### src/lpmc_pkg.sv
// Package for the low-power mode control block
package lpmc_pkg;
  localparam logic [1:0] LPMC_SEL_RUN = 2'h0;
  localparam logic [1:0] LPMC_SEL_WAIT = 2'h1;
  localparam logic [1:0] LPMC_SEL_DOZE = 2'h2;
  localparam logic [1:0] LPMC_SEL_STOP = 2'h3;
  localparam int LPMC_MOD_W = 8;
  localparam int LPMC_PER_W = 8;
  localparam logic [7:0] LPMC_PER_KEEP = 8'h0f;
  localparam int LPMC_LOCK_CNT_W = 8;
  localparam logic [7:0] LPMC_LOCK_WAIT_MAX = 8'hff;

  typedef enum logic [5:0] {
    LPMC_RUN = 6'h01,
    LPMC_WAIT = 6'h02,
    LPMC_DOZE = 6'h04,
    LPMC_STOP = 6'h08,
    LPMC_RELOCK = 6'h10,
    LPMC_OSCUP = 6'h20
  } lpmc_state_t;
endpackage

### src/lpmc_gate_if.sv
// Interface carrying gate decisions from the mode control to the clock gate
`timescale 1ns/1ps
`default_nettype none
interface lpmc_gate_if;
  logic core_on;
  logic xbar_on;
  logic mod_allow;
  logic per_all;
  logic per_none;
  modport ctrl (output core_on, output xbar_on, output mod_allow, output per_all, output per_none);
  modport gate (input core_on, input xbar_on, input mod_allow, input per_all, input per_none);
endinterface
`default_nettype wire

### src/lpmc_gate.sv
// Registered clock enable generator for the module and peripheral clocks
`timescale 1ns/1ps
`default_nettype none
module lpmc_gate #(
  parameter int MOD_W = lpmc_pkg::LPMC_MOD_W,
  parameter int PER_W = lpmc_pkg::LPMC_PER_W
) (
  // Clock and reset
  input wire logic sys_clk,
  input wire logic rst,
  // Gate decisions
  lpmc_gate_if.gate gi,
  // Software requests
  input wire logic [MOD_W-1:0] mod_req,
  input wire logic [PER_W-1:0] per_req,
  // Enables
  output logic [MOD_W-1:0] mod_en,
  output logic [PER_W-1:0] per_en
);
  typedef struct packed {
    logic [MOD_W-1:0] mod_en;
    logic [PER_W-1:0] per_en;
  } lpmc_gate_st_t;
  lpmc_gate_st_t st, next_st;

  always_comb begin
    next_st = st;
    // Module clocks need a running PLL and at least one bus clock
    next_st.mod_en = (gi.mod_allow && (gi.core_on || gi.xbar_on)) ? mod_req : '0;
    if (gi.per_none) begin
      next_st.per_en = '0;
    end else if (gi.per_all) begin
      next_st.per_en = per_req;
    end else begin
      next_st.per_en = per_req & PER_W'(lpmc_pkg::LPMC_PER_KEEP);
    end
  end

  always_ff @(posedge sys_clk or posedge rst) begin
    if (rst) begin
      st <= '0;
    end else begin
      st <= next_st;
    end
  end

  assign mod_en = st.mod_en;
  assign per_en = st.per_en;
endmodule
`default_nettype wire

### src/lpmc_ctrl.sv
// Low-power mode sequencer: mode entry, wakeup, retention and clock gating
`timescale 1ns/1ps
`default_nettype none
module lpmc_ctrl #(
  parameter int MOD_W = lpmc_pkg::LPMC_MOD_W,
  parameter int PER_W = lpmc_pkg::LPMC_PER_W,
  parameter logic [7:0] OSC_WAIT = 8'h10
) (
  // Clock and reset
  input wire logic sys_clk,
  input wire logic rst,
  // Control bits of the clock control register
  input wire logic [1:0] low_power_select,
  input wire logic standby_request_en,
  input wire logic main_osc_powerdown,
  input wire logic usb_pll_en,
  input wire logic [MOD_W-1:0] mod_req,
  input wire logic [PER_W-1:0] per_req,
  // Core and wakeup
  input wire logic wait_for_interrupt,
  input wire logic wakeup_irq,
  input wire logic main_pll_lock,
  // Clock and power controls
  output logic core_clk_en,
  output logic xbar_clk_en,
  output logic main_pll_on,
  output logic usb_pll_on,
  output logic main_oscillator_on,
  output logic slow_oscillator_on,
  output logic slow_clock_input_en,
  output logic [MOD_W-1:0] mod_clk_en,
  output logic [PER_W-1:0] per_clk_en,
  output logic standby_request,
  output logic mem_self_refresh,
  // Status
  output logic [5:0] mode_state
);
  // Keep mask covers at most its own width of peripheral clocks
  if (MOD_W < 1 || PER_W < 1 || PER_W > $bits(lpmc_pkg::LPMC_PER_KEEP)) begin
    $error("lpmc_ctrl: unsupported width");
  end

  typedef struct packed {
    lpmc_pkg::lpmc_state_t fsm;
    logic [lpmc_pkg::LPMC_LOCK_CNT_W-1:0] cnt;
    logic core;
    logic xbar;
    logic pll_main;
    logic pll_usb;
    logic mosc;
    logic slow_in;
    logic sosc;
    logic stby;
    logic sref;
    logic osc_off;
  } lpmc_st_t;
  lpmc_st_t st, next_st;

  lpmc_gate_if gif();

  function automatic lpmc_pkg::lpmc_state_t sel_state(input logic [1:0] sel);
    case (sel)
      lpmc_pkg::LPMC_SEL_WAIT: sel_state = lpmc_pkg::LPMC_WAIT;
      lpmc_pkg::LPMC_SEL_DOZE: sel_state = lpmc_pkg::LPMC_DOZE;
      lpmc_pkg::LPMC_SEL_STOP: sel_state = lpmc_pkg::LPMC_STOP;
      default: sel_state = lpmc_pkg::LPMC_RUN;
    endcase
  endfunction

  always_comb begin
    next_st = st;
    unique case (st.fsm)
      lpmc_pkg::LPMC_RUN: begin
        // Mode latched at the wait-for-interrupt; later writes have no effect
        if (wait_for_interrupt && !wakeup_irq) begin
          next_st.fsm = sel_state(low_power_select);
          next_st.osc_off = main_osc_powerdown;
          next_st.stby = 1'b0;
          if (low_power_select == lpmc_pkg::LPMC_SEL_STOP) begin
            next_st.stby = standby_request_en;
          end
        end
      end
      lpmc_pkg::LPMC_WAIT, lpmc_pkg::LPMC_DOZE: begin
        // Main PLL and oscillator stay up, so return is immediate
        if (wakeup_irq) begin
          next_st.fsm = lpmc_pkg::LPMC_RUN;
        end
      end
      lpmc_pkg::LPMC_STOP: begin
        if (wakeup_irq) begin
          next_st.stby = 1'b0;
          next_st.cnt = '0;
          next_st.fsm = st.osc_off ? lpmc_pkg::LPMC_OSCUP : lpmc_pkg::LPMC_RELOCK;
        end
      end
      lpmc_pkg::LPMC_OSCUP: begin
        next_st.cnt = st.cnt + 8'h01;
        if (st.cnt == OSC_WAIT) begin
          next_st.cnt = '0;
          next_st.fsm = lpmc_pkg::LPMC_RELOCK;
        end
      end
      lpmc_pkg::LPMC_RELOCK: begin
        // Timeout avoids a hang if the PLL never reports lock
        next_st.cnt = st.cnt + 8'h01;
        if (main_pll_lock || st.cnt == lpmc_pkg::LPMC_LOCK_WAIT_MAX) begin
          next_st.fsm = lpmc_pkg::LPMC_RUN;
        end
      end
      default: next_st.fsm = lpmc_pkg::LPMC_RUN;
    endcase

    next_st.core = (next_st.fsm == lpmc_pkg::LPMC_RUN);
    next_st.xbar = (next_st.fsm == lpmc_pkg::LPMC_RUN) ||
                   (next_st.fsm == lpmc_pkg::LPMC_WAIT);
    next_st.pll_main = (next_st.fsm != lpmc_pkg::LPMC_STOP) &&
                       (next_st.fsm != lpmc_pkg::LPMC_OSCUP);
    next_st.pll_usb = usb_pll_en && next_st.pll_main &&
                      (next_st.fsm != lpmc_pkg::LPMC_RELOCK);
    next_st.mosc = !(next_st.fsm == lpmc_pkg::LPMC_STOP && next_st.osc_off);
    next_st.slow_in = next_st.mosc;
    // Slow oscillator keeps the wakeup sources alive in every mode
    next_st.sosc = 1'b1;
    next_st.sref = (next_st.fsm == lpmc_pkg::LPMC_STOP);
    if (next_st.fsm != lpmc_pkg::LPMC_STOP) begin
      next_st.stby = 1'b0;
    end
  end

  always_ff @(posedge sys_clk or posedge rst) begin
    if (rst) begin
      st.fsm <= lpmc_pkg::LPMC_RUN;
      st.cnt <= '0;
      st.core <= 1'b1;
      st.xbar <= 1'b1;
      st.pll_main <= 1'b1;
      st.pll_usb <= 1'b0;
      st.mosc <= 1'b1;
      st.slow_in <= 1'b1;
      st.sosc <= 1'b1;
      st.stby <= 1'b0;
      st.sref <= 1'b0;
      st.osc_off <= 1'b0;
    end else begin
      st <= next_st;
    end
  end

  assign gif.core_on = next_st.core;
  assign gif.xbar_on = next_st.xbar;
  assign gif.mod_allow = next_st.pll_main;
  assign gif.per_all = next_st.fsm == lpmc_pkg::LPMC_RUN;
  assign gif.per_none = !next_st.pll_main || next_st.fsm == lpmc_pkg::LPMC_RELOCK;

  lpmc_gate #(.MOD_W(MOD_W), .PER_W(PER_W)) u_gate (
    .sys_clk(sys_clk),
    .rst(rst),
    .gi(gif.gate),
    .mod_req(mod_req),
    .per_req(per_req),
    .mod_en(mod_clk_en),
    .per_en(per_clk_en)
  );

  assign core_clk_en = st.core;
  assign xbar_clk_en = st.xbar;
  assign main_pll_on = st.pll_main;
  assign usb_pll_on = st.pll_usb;
  assign main_oscillator_on = st.mosc;
  assign slow_oscillator_on = st.sosc;
  assign slow_clock_input_en = st.slow_in;
  assign standby_request = st.stby;
  assign mem_self_refresh = st.sref;
  assign mode_state = st.fsm;

  stop_clocks_off_a: assert property (@(posedge sys_clk) disable iff (rst)
    mode_state == lpmc_pkg::LPMC_STOP |-> !main_pll_on && !usb_pll_on && !core_clk_en
      && !xbar_clk_en && mod_clk_en == '0 && per_clk_en == '0)
    else $error("clocks on in stop");
  wait_gates_core_a: assert property (@(posedge sys_clk) disable iff (rst)
    mode_state == lpmc_pkg::LPMC_WAIT |-> !core_clk_en && xbar_clk_en && main_pll_on)
    else $error("wait clocks wrong");
  doze_keeps_pll_a: assert property (@(posedge sys_clk) disable iff (rst)
    mode_state == lpmc_pkg::LPMC_DOZE |-> main_pll_on && main_oscillator_on && !xbar_clk_en)
    else $error("doze clocks wrong");
  static_stop_a: assert property (@(posedge sys_clk) disable iff (rst)
    mode_state == lpmc_pkg::LPMC_STOP && st.osc_off |-> !main_oscillator_on && !slow_clock_input_en)
    else $error("static stop clock running");
  standby_off_a: assert property (@(posedge sys_clk) disable iff (rst)
    standby_request |-> mode_state == lpmc_pkg::LPMC_STOP)
    else $error("standby outside stop");
  standby_follow_a: assert property (@(posedge sys_clk) disable iff (rst)
    mode_state == lpmc_pkg::LPMC_RUN && wait_for_interrupt && !wakeup_irq
      && low_power_select == lpmc_pkg::LPMC_SEL_STOP |=> standby_request == $past(standby_request_en))
    else $error("standby not per enable");
  mode_entry_a: assert property (@(posedge sys_clk) disable iff (rst)
    mode_state == lpmc_pkg::LPMC_RUN && wait_for_interrupt && !wakeup_irq
      && low_power_select == lpmc_pkg::LPMC_SEL_DOZE |=> mode_state == lpmc_pkg::LPMC_DOZE)
    else $error("doze not entered");
  doze_wake_a: assert property (@(posedge sys_clk) disable iff (rst)
    mode_state == lpmc_pkg::LPMC_DOZE && wakeup_irq |=> core_clk_en && xbar_clk_en)
    else $error("doze wake slow");
  self_refresh_a: assert property (@(posedge sys_clk) disable iff (rst)
    mem_self_refresh == (mode_state == lpmc_pkg::LPMC_STOP))
    else $error("self refresh mismatch");
  relock_wait_a: assert property (@(posedge sys_clk) disable iff (rst)
    mode_state == lpmc_pkg::LPMC_RELOCK && !main_pll_lock
      && st.cnt != lpmc_pkg::LPMC_LOCK_WAIT_MAX |=> !core_clk_en)
    else $error("core ungated before lock");
  stop_wake_a: assert property (@(posedge sys_clk) disable iff (rst)
    mode_state == lpmc_pkg::LPMC_STOP && wakeup_irq && !st.osc_off |=> ##[0:256] core_clk_en)
    else $error("stop wake timeout");

  // Clock shape of each mode
  mode_onehot_a: assert property (@(posedge sys_clk) disable iff (rst)
    $onehot(mode_state))
    else $error("mode state not one-hot");
  run_clocks_a: assert property (@(posedge sys_clk) disable iff (rst)
    mode_state == lpmc_pkg::LPMC_RUN |-> core_clk_en && xbar_clk_en && main_pll_on)
    else $error("run clocks wrong");
  doze_gates_a: assert property (@(posedge sys_clk) disable iff (rst)
    mode_state == lpmc_pkg::LPMC_DOZE |-> !core_clk_en && mod_clk_en == '0)
    else $error("doze module clocks on");
  mask_keep_a: assert property (@(posedge sys_clk) disable iff (rst)
    mode_state == lpmc_pkg::LPMC_WAIT || mode_state == lpmc_pkg::LPMC_DOZE
      |-> (per_clk_en & ~PER_W'(lpmc_pkg::LPMC_PER_KEEP)) == '0)
    else $error("peripheral clock outside keep mask");
  wait_mod_a: assert property (@(posedge sys_clk) disable iff (rst)
    mode_state == lpmc_pkg::LPMC_WAIT |-> mod_clk_en == $past(mod_req))
    else $error("wait module clocks wrong");
  run_per_a: assert property (@(posedge sys_clk) disable iff (rst)
    mode_state == lpmc_pkg::LPMC_RUN && !$past(rst) |-> per_clk_en == $past(per_req))
    else $error("run peripheral clocks wrong");
  run_mod_a: assert property (@(posedge sys_clk) disable iff (rst)
    mode_state == lpmc_pkg::LPMC_RUN && !$past(rst) |-> mod_clk_en == $past(mod_req))
    else $error("run module clocks wrong");
  usb_follow_a: assert property (@(posedge sys_clk) disable iff (rst)
    mode_state != lpmc_pkg::LPMC_STOP && mode_state != lpmc_pkg::LPMC_RELOCK
      && mode_state != lpmc_pkg::LPMC_OSCUP && !$past(rst)
      |-> usb_pll_on == $past(usb_pll_en))
    else $error("usb pll not per enable");
  slow_osc_a: assert property (@(posedge sys_clk) disable iff (rst)
    slow_oscillator_on)
    else $error("slow oscillator off");
  osc_running_a: assert property (@(posedge sys_clk) disable iff (rst)
    mode_state != lpmc_pkg::LPMC_STOP |-> main_oscillator_on && slow_clock_input_en)
    else $error("oscillator off outside stop");
  slow_in_a: assert property (@(posedge sys_clk) disable iff (rst)
    mode_state == lpmc_pkg::LPMC_STOP |-> slow_clock_input_en == main_oscillator_on)
    else $error("slow clock input not with oscillator");

  // Entry and retention
  stop_standby_a: assert property (@(posedge sys_clk) disable iff (rst)
    mode_state == lpmc_pkg::LPMC_RUN && wait_for_interrupt && !wakeup_irq && !standby_request_en
      && low_power_select == lpmc_pkg::LPMC_SEL_STOP |=> !standby_request)
    else $error("standby without enable");
  standby_stable_a: assert property (@(posedge sys_clk) disable iff (rst)
    mode_state == lpmc_pkg::LPMC_STOP && $past(mode_state) == lpmc_pkg::LPMC_STOP
      |-> $stable(standby_request))
    else $error("standby changed in stop");
  osc_apply_a: assert property (@(posedge sys_clk) disable iff (rst)
    mode_state == lpmc_pkg::LPMC_RUN && wait_for_interrupt && !wakeup_irq
      && low_power_select == lpmc_pkg::LPMC_SEL_STOP
      |=> main_oscillator_on == !$past(main_osc_powerdown))
    else $error("oscillator power-down not applied");
  wait_entry_a: assert property (@(posedge sys_clk) disable iff (rst)
    mode_state == lpmc_pkg::LPMC_RUN && wait_for_interrupt && !wakeup_irq
      && low_power_select == lpmc_pkg::LPMC_SEL_WAIT |=> mode_state == lpmc_pkg::LPMC_WAIT)
    else $error("wait not entered");
  stop_entry_a: assert property (@(posedge sys_clk) disable iff (rst)
    mode_state == lpmc_pkg::LPMC_RUN && wait_for_interrupt && !wakeup_irq
      && low_power_select == lpmc_pkg::LPMC_SEL_STOP
      |=> mode_state == lpmc_pkg::LPMC_STOP && mem_self_refresh)
    else $error("stop not entered");
  run_stay_a: assert property (@(posedge sys_clk) disable iff (rst)
    mode_state == lpmc_pkg::LPMC_RUN && wait_for_interrupt
      && low_power_select == lpmc_pkg::LPMC_SEL_RUN |=> mode_state == lpmc_pkg::LPMC_RUN)
    else $error("run select left run");
  wake_wins_a: assert property (@(posedge sys_clk) disable iff (rst)
    mode_state == lpmc_pkg::LPMC_RUN && wakeup_irq |=> mode_state == lpmc_pkg::LPMC_RUN)
    else $error("entry despite pending wakeup");

  // Exit paths
  wait_wake_a: assert property (@(posedge sys_clk) disable iff (rst)
    mode_state == lpmc_pkg::LPMC_WAIT && wakeup_irq
      |=> mode_state == lpmc_pkg::LPMC_RUN && core_clk_en)
    else $error("wait wake failed");
  stop_stays_a: assert property (@(posedge sys_clk) disable iff (rst)
    mode_state == lpmc_pkg::LPMC_STOP && !wakeup_irq |=> mode_state == lpmc_pkg::LPMC_STOP)
    else $error("stop left without wakeup");
  stop_osc_exit_a: assert property (@(posedge sys_clk) disable iff (rst)
    mode_state == lpmc_pkg::LPMC_STOP && wakeup_irq && st.osc_off
      |=> mode_state == lpmc_pkg::LPMC_OSCUP && !main_pll_on)
    else $error("static stop exit wrong");
  stop_pll_exit_a: assert property (@(posedge sys_clk) disable iff (rst)
    mode_state == lpmc_pkg::LPMC_STOP && wakeup_irq && !st.osc_off
      |=> mode_state == lpmc_pkg::LPMC_RELOCK && main_pll_on)
    else $error("stop exit wrong");
  oscup_wait_a: assert property (@(posedge sys_clk) disable iff (rst)
    mode_state == lpmc_pkg::LPMC_OSCUP && st.cnt != OSC_WAIT
      |=> mode_state == lpmc_pkg::LPMC_OSCUP)
    else $error("oscillator startup cut short");
  oscup_done_a: assert property (@(posedge sys_clk) disable iff (rst)
    mode_state == lpmc_pkg::LPMC_OSCUP && st.cnt == OSC_WAIT
      |=> mode_state == lpmc_pkg::LPMC_RELOCK)
    else $error("oscillator startup overran");
  oscup_gated_a: assert property (@(posedge sys_clk) disable iff (rst)
    mode_state == lpmc_pkg::LPMC_OSCUP |-> main_oscillator_on && !main_pll_on
      && !core_clk_en && mod_clk_en == '0)
    else $error("clocks on in oscillator startup");
  relock_exit_a: assert property (@(posedge sys_clk) disable iff (rst)
    mode_state == lpmc_pkg::LPMC_RELOCK && main_pll_lock
      |=> mode_state == lpmc_pkg::LPMC_RUN && core_clk_en)
    else $error("lock did not end relock");
  relock_timeout_a: assert property (@(posedge sys_clk) disable iff (rst)
    mode_state == lpmc_pkg::LPMC_RELOCK && st.cnt == lpmc_pkg::LPMC_LOCK_WAIT_MAX
      |=> mode_state == lpmc_pkg::LPMC_RUN)
    else $error("relock timeout missed");
  relock_gated_a: assert property (@(posedge sys_clk) disable iff (rst)
    mode_state == lpmc_pkg::LPMC_RELOCK |-> main_pll_on && !usb_pll_on && !core_clk_en
      && mod_clk_en == '0 && per_clk_en == '0)
    else $error("clocks on before lock");
endmodule
`default_nettype wire

### config.mk
export PLATFORM = sky130hd
export DESIGN_NAME = lpmc_ctrl
export DESIGN_NICKNAME = d
export VERILOG_FILES = /design/src/lpmc_pkg.sv /design/src/lpmc_gate_if.sv /design/src/lpmc_gate.sv /design/src/lpmc_ctrl.sv
export SDC_FILE = /design/constraint.sdc
export NUM_CORES = 1
export LEC_CHECK = 0
export BUFFER_PORTS_ARGS = -buffer_cell sky130_fd_sc_hd__buf_2
export CORE_MARGIN = 2
export CORE_UTILIZATION = 40
export CTS_BUF_LIST = sky130_fd_sc_hd__clkbuf_4 sky130_fd_sc_hd__clkbuf_8
export DETAILED_ROUTE_END_ITERATION = 8
export PLACE_DENSITY = 0.67
export SYNTH_ARGS = -nofsm -noshare
export SYNTH_HDL_FRONTEND = slang
export SYNTH_HIERARCHICAL = 1
export SYNTH_SLANG_ARGS = --single-unit
### constraint.sdc
create_clock -name sys_clk -period 2.1 [get_ports sys_clk]
set_input_delay 0.105 -clock sys_clk [delete_from_list [all_inputs] [get_ports sys_clk]]
set_output_delay 0.105 -clock sys_clk [all_outputs]
set_load 0.05 [all_outputs]
Word level (Yosys, flattened, before mapping)
Cells that the tools add are included.
{"block": "word_totals", "ff_bits": 38, "latchBits": 0, "mem_bits_rw": 0, "rom_bits": 0, "inputBits": 26, "output_inout_bits": 31, "elab_cells": 71, "mem_count": 0}
{"block": "op_classes", "n_addsub": 1, "multipliers": 0, "div_mod_pow": 0, "order_cmp": 0, "n_eq_ne": 21, "n_shift": 0, "muxes": 19, "bitwise": 0, "n_reduce_logical": 18}
{"cell": "$pmux 6 s5", "count": 1}
{"cell": "$mux 14", "count": 2}
{"cell": "$mux 6", "count": 4}
{"cell": "$mux 8", "count": 3}
{"cell": "$pmux 8 s3", "count": 1}
{"cell": "$eq 6x1->1 const B", "count": 2}
{"cell": "$eq 6x2->1 const B", "count": 2}
{"cell": "$eq 6x4->1 const B", "count": 2}
{"cell": "$eq 6x5->1 const B", "count": 2}
{"cell": "$pmux 4 s3", "count": 1}
{"cell": "$add 8x1->8 const B", "count": 1}
{"cell": "$eq 8x5->1 const B", "count": 1}
{"cell": "$eq 8x8->1 const B", "count": 1}
{"cell": "$eq 6x3->1 const B", "count": 1}
{"cell": "$eq 6x6->1 const B", "count": 1}
{"cell": "$logic_and 1x1->1", "count": 6}
{"cell": "$mux 1", "count": 6}
{"cell": "$ne 3x3->1 const B", "count": 2}
{"cell": "$ne 6x4->1 const B", "count": 1}
{"cell": "$ne 6x5->1 const B", "count": 1}
{"cell": "$ne 6x6->1 const B", "count": 1}
{"cell": "$reduce_bool 3->1", "count": 2}
{"cell": "$eq 2x2->1 const B", "count": 2}
{"cell": "$logic_or 1x1->1", "count": 4}
{"cell": "7 further kinds", "count": 9}

Depth between registers and ports, before layout
{"block": "logic_depth", "ltp_word": 9, "mapped_depth": 9, "depth_no_buf": 8}

Cells and area by module
The synthesis kept the hierarchy.
{"module": "lpmc_ctrl", "n_inst": 1, "cells_each": 146, "area_each_um2": 1333.8, "seq_area_each_um2": 556.8}
{"module": "lpmc_gate", "n_inst": 1, "cells_each": 36, "area_each_um2": 565.5, "seq_area_each_um2": 400.4}

Worst setup path before layout
OpenSTA, ideal clock, no wires.
{"block": "synth_timing", "kind": "register -> register", "from": "reg st, in the netlist mode_state[1]", "to": "reg u_gate.st, in the netlist u_gate/mod_en[0]", "t_arrival_ns": 2.029, "required_time_ns": 1.980, "setup_slack_ns": -0.050, "stages_incl_launch_ff": 9, "path_buffers": 2, "period_less_slack_ns": 2.150, "cell_sequence": "dfrtp_1 -> buf_6 -> or4_4 -> or2_4 -> o211a_1 -> o22ai_2 -> nor2_1 -> buf_2 -> o211a_1"}
{"element": "start: declaration", "line_no": "lpmc_ctrl.sv:57", "text": "lpmc_st_t st, next_st;"}
{"element": "start signal: assignment", "line_no": "lpmc_ctrl.sv:146", "text": "st <= next_st;"}
{"element": "end signal: assignment", "line_no": "lpmc_gate.sv:43", "text": "st <= next_st;"}
{"element": "end: declaration", "line_no": "lpmc_gate.sv:24", "text": "lpmc_gate_st_t st, next_st;"}

==> results.md <==
- Startpoint type of the worst setup path: flop
- Post-Route WL: 4680 um
- Layout Skew: 0.00354 ns
- Clk slew on worst S/H paths: 0.08 ns
- R2R Setup Slk: roughly 0.069 ns
- H-Tree Depth: 2
- Area leader, netlist: dfrtp_1
- Total power: 2.90 mW
- Most common cell after layout, fill and taps aside: buf_2
- Final Slew Violations: 0
- Die X: 72.9 um
- Wire per inst: 14.9 um
- Fillers: 401
- Row cnt: 25
- Worst r2r src: mode_state[1]
- Switch share: 38.4%
- Logic gate share of total power: 40.0%
- Net count after synthesis: between 200 and 250
- Tightest Hold Check Type: primary input to flop
- Number of port buffers: 55
- IO Count: 57
- Worst Setup Slack post-DPL: -0.0285 ns
- Vias per inst: 5.27
- Crit-path max cell delay: 0.37 ns
- Top FF cell, synth: dfrtp_1
- Total CTS buffers: 5
- Setup-failing EPs final: 0
- R2R cell count: 7
- GRT Total Usage: 18.1%
- Nets: 287
- Starting Density: 40.8%
- Seq cells post-synth: 38
- Final hold violations: 0
- Clk_lat worst skew: 0.29 ns
- Max Clk Rate: 492 MHz
- Syn Area/Cell: 10.4 sq um
- Hold path depth: 3
- Vias in the first global route: 1579
- Cell variety after synth: 55
- Routed via count: roughly 1700
- Diodes inserted: 0
- Slowest stage cell, crit path: dfrtp_1
- Final ANT Viol Nets: 0
- Clk Tree Root Cell: clkbuf_8
- Share of layout cells above drive strength 1: between 40% and 50%
- First-pass GRT wire length: ~7400 um
- DR DRC count: 0
- Crit path DAT: 2.22 ns
- Register area: 958 sq um
- Net switching power: 1.11 mW
- Worst slew pin tran: 0.853 ns
- FF-to-FF End: u_gate/mod_en[3]
- Fin crit share: about 97%
- Top-area cell type share of the netlist area: 43.5%
- Tmin final: around 2 ns
- Most frequent cells in the layout: 55 x buf_2, 32 x dfrtp_1, 31 x buf_4
- Min setup slack post-route: approximately 0.07 ns
- Max VDD drop: between 300 and 400 uV
- Relative slew margins: a little over two fifths
- EDFF count, synth: 0
- GPL Wtd Cong: 0.881
- Clk buf depth: 2
- Grt ovf: 0
- PwrDens: approximately 1100 nW/um^2
- # Max-Cap Violations: 0
- Largest net degree at the start of global routing: 23
- Asr flop ratio synth: 100%
- Iteration-0 DRC count of the detailed router: 113
- Warnings from Yosys: 6
- Post-Synthesis Cells: approximately 180
- Drt first pass iters: 4
- Sequential power share: 34.2%
- CTS Sinks: 38
- Total die area: 5320 sq um
- Area of the multi-input gates: 861 sq um
- Worst Path Required: roughly 2.3 ns
- Post-synthesis sequential area ratio: between 50% and 60%
- Dpl hpwl: 3420 um
- P_int: 1.79 mW
- Cell Area, Synth: 1900 sq um
- CTS tree: yes
- CP Class: flop to flop
- Crit-path max FO: 9
- Leakage: between 1 and 1.5 nW
- Core Area: 4660 sq um
- Worst hold start: standby_request_en
- Clock power share: between 20% and 30%
- Area delta synth->final: 35.8%
- Crit. End Element: flop
- Top area cells in the synthesized netlist: dfrtp_1 43%, dfstp_2 6.9%, o211a_1 4.7%
- Worst-path cell chain: buf_4 > and2b_1 > o311ai_0 > o41ai_2 > a221o_1 > a31o_4 > o211a_1
- Hold path endpoint: standby_request
- Status: finished, final reports clean
- Die Ht: 72.9 um
- Antenna violations before repair: 0
[routing by layer]
| metal | wire length (um) | track usage, % | part of all wire, % | vias up |
|---|---|---|---|---|
| met3 | 193 | 4.14 | 4.1 | 6 |
| met4 | 58 | 5.76 | 1.2 | 0 |
| li1 | - | - | - | 797 |
| met1 | 2100 | 23.9 | 45 | 805 |
| met5 | 0 | 0 | 0 | - |
| met2 | 2330 | 29.6 | 50 | 47 |
[worst max-delay path, delay by kind of cell, from the launching register on]
kind | cells | cell delay (ns)
buffers and inverters | 1 | 0.17
flip-flops | 1 | 0.37
AND/OR/NAND/NOR | 1 | 0.23
AO/OA/AOI/OAI | 5 | 1.15
[kinds of logic after synthesis]
kind of cell | count (synthesis) | share of synthesized area, %
flops | 38 | 50.4
fa+ha+maj | 2 | 1.32
buf+inv | 27 | 8.37
compound gates | 50 | 20.5
xor+xnor | 3 | 1.38
other cells | 1 | 0.197
simple gates | 60 | 17.3
mux | 1 | 0.593
[how the worst max path moves through the flow]
stage,startpoint,endpoint,slack [ns],cells after the start
floorplan,mode_state[2],u_gate/mod_en[0],0.006,8
global placement,mode_state[2],u_gate/mod_en[7],-0.04,6
detailed placement,mode_state[2],u_gate/mod_en[3],-0.03,6
CTS,mode_state[4],u_gate/mod_en[3],0.004,6
global route,mode_state[4],u_gate/mod_en[3],-0.002,6
finish,mode_state[1],u_gate/mod_en[3],0.07,7
[cell type report]
cell class,instances,area share [%]
well taps,54,2.62
clock inverters,3,2.67
repair buffers,87,20.1
flip-flops and latches,38,37.1
multi-input cells,117,33.4
clock buffers,5,2.67
inverters,10,1.45
[power groups by stage]
stage / Combinational (mW) / Clock, mW / Sequential [mW]
3_5_place_dp: 1.10 / 0 / 1.00
6_report: 1.16 / 0.747 / 0.992
3_3_place_gp: 1.10 / 0 / 0.998
5_1_grt: 1.25 / 0.793 / 1.01
4_1_cts: 1.12 / 0.759 / 0.989
2_1_floorplan: 0.473 / 0 / 1.35
[state kept, by name (all words and copies together) (netlist names), 6 cells and up]
name,count
st,9
u_gate/mod_en,8
mode_state,6
u_gate/per_en,8
[synth_stat cells (all sizes together) (2+ instances only)]
master	number
dfrtp	33
buf	15
nand2	14
nor2	13
inv	10
o211a	9
o21ai	9
a21oi	7
nand3	7
dfstp	5
and3b	4
nor2b	4
o31ai	3
a211o	2
a211oi	2
a221o	2
a22o	2
a31oi	2
and3	2
clkbuf	2
ha	2
nand2b	2
nand4	2
nor3b	2
nor4	2
o22ai	2
o311ai	2
or2	2
xnor2	2
[timing repair]
item,4_1_cts,5_1_grt
hold endpoints to repair,16,0
pin swaps,2,5
setup endpoints to repair,14,18
resized for setup,4,11
hold buffers,1,0
setup buffers,1,4
[metrics by stage]
| stage | hold WS, ns | TNS (ns) | cells | util [%] | instance area [sq um] |
|---|---|---|---|---|---|
| after floorplan | 0.0187 | 0 | 182 | - | 1920 |
| after global placement | 0.197 | -0.452 | 300 | 50.1 | 2330 |
| after detailed placement | 0.206 | -0.180 | 300 | 50.1 | 2330 |
| after CTS | 0.0146 | 0 | 310 | 53.7 | 2500 |
| after global routing | 0.0235 | -0.00332 | 314 | 55.4 | 2580 |
| final | 0.0143 | 0 | 314 | 55.4 | 2580 |
(Power assumes the default switching activity.)
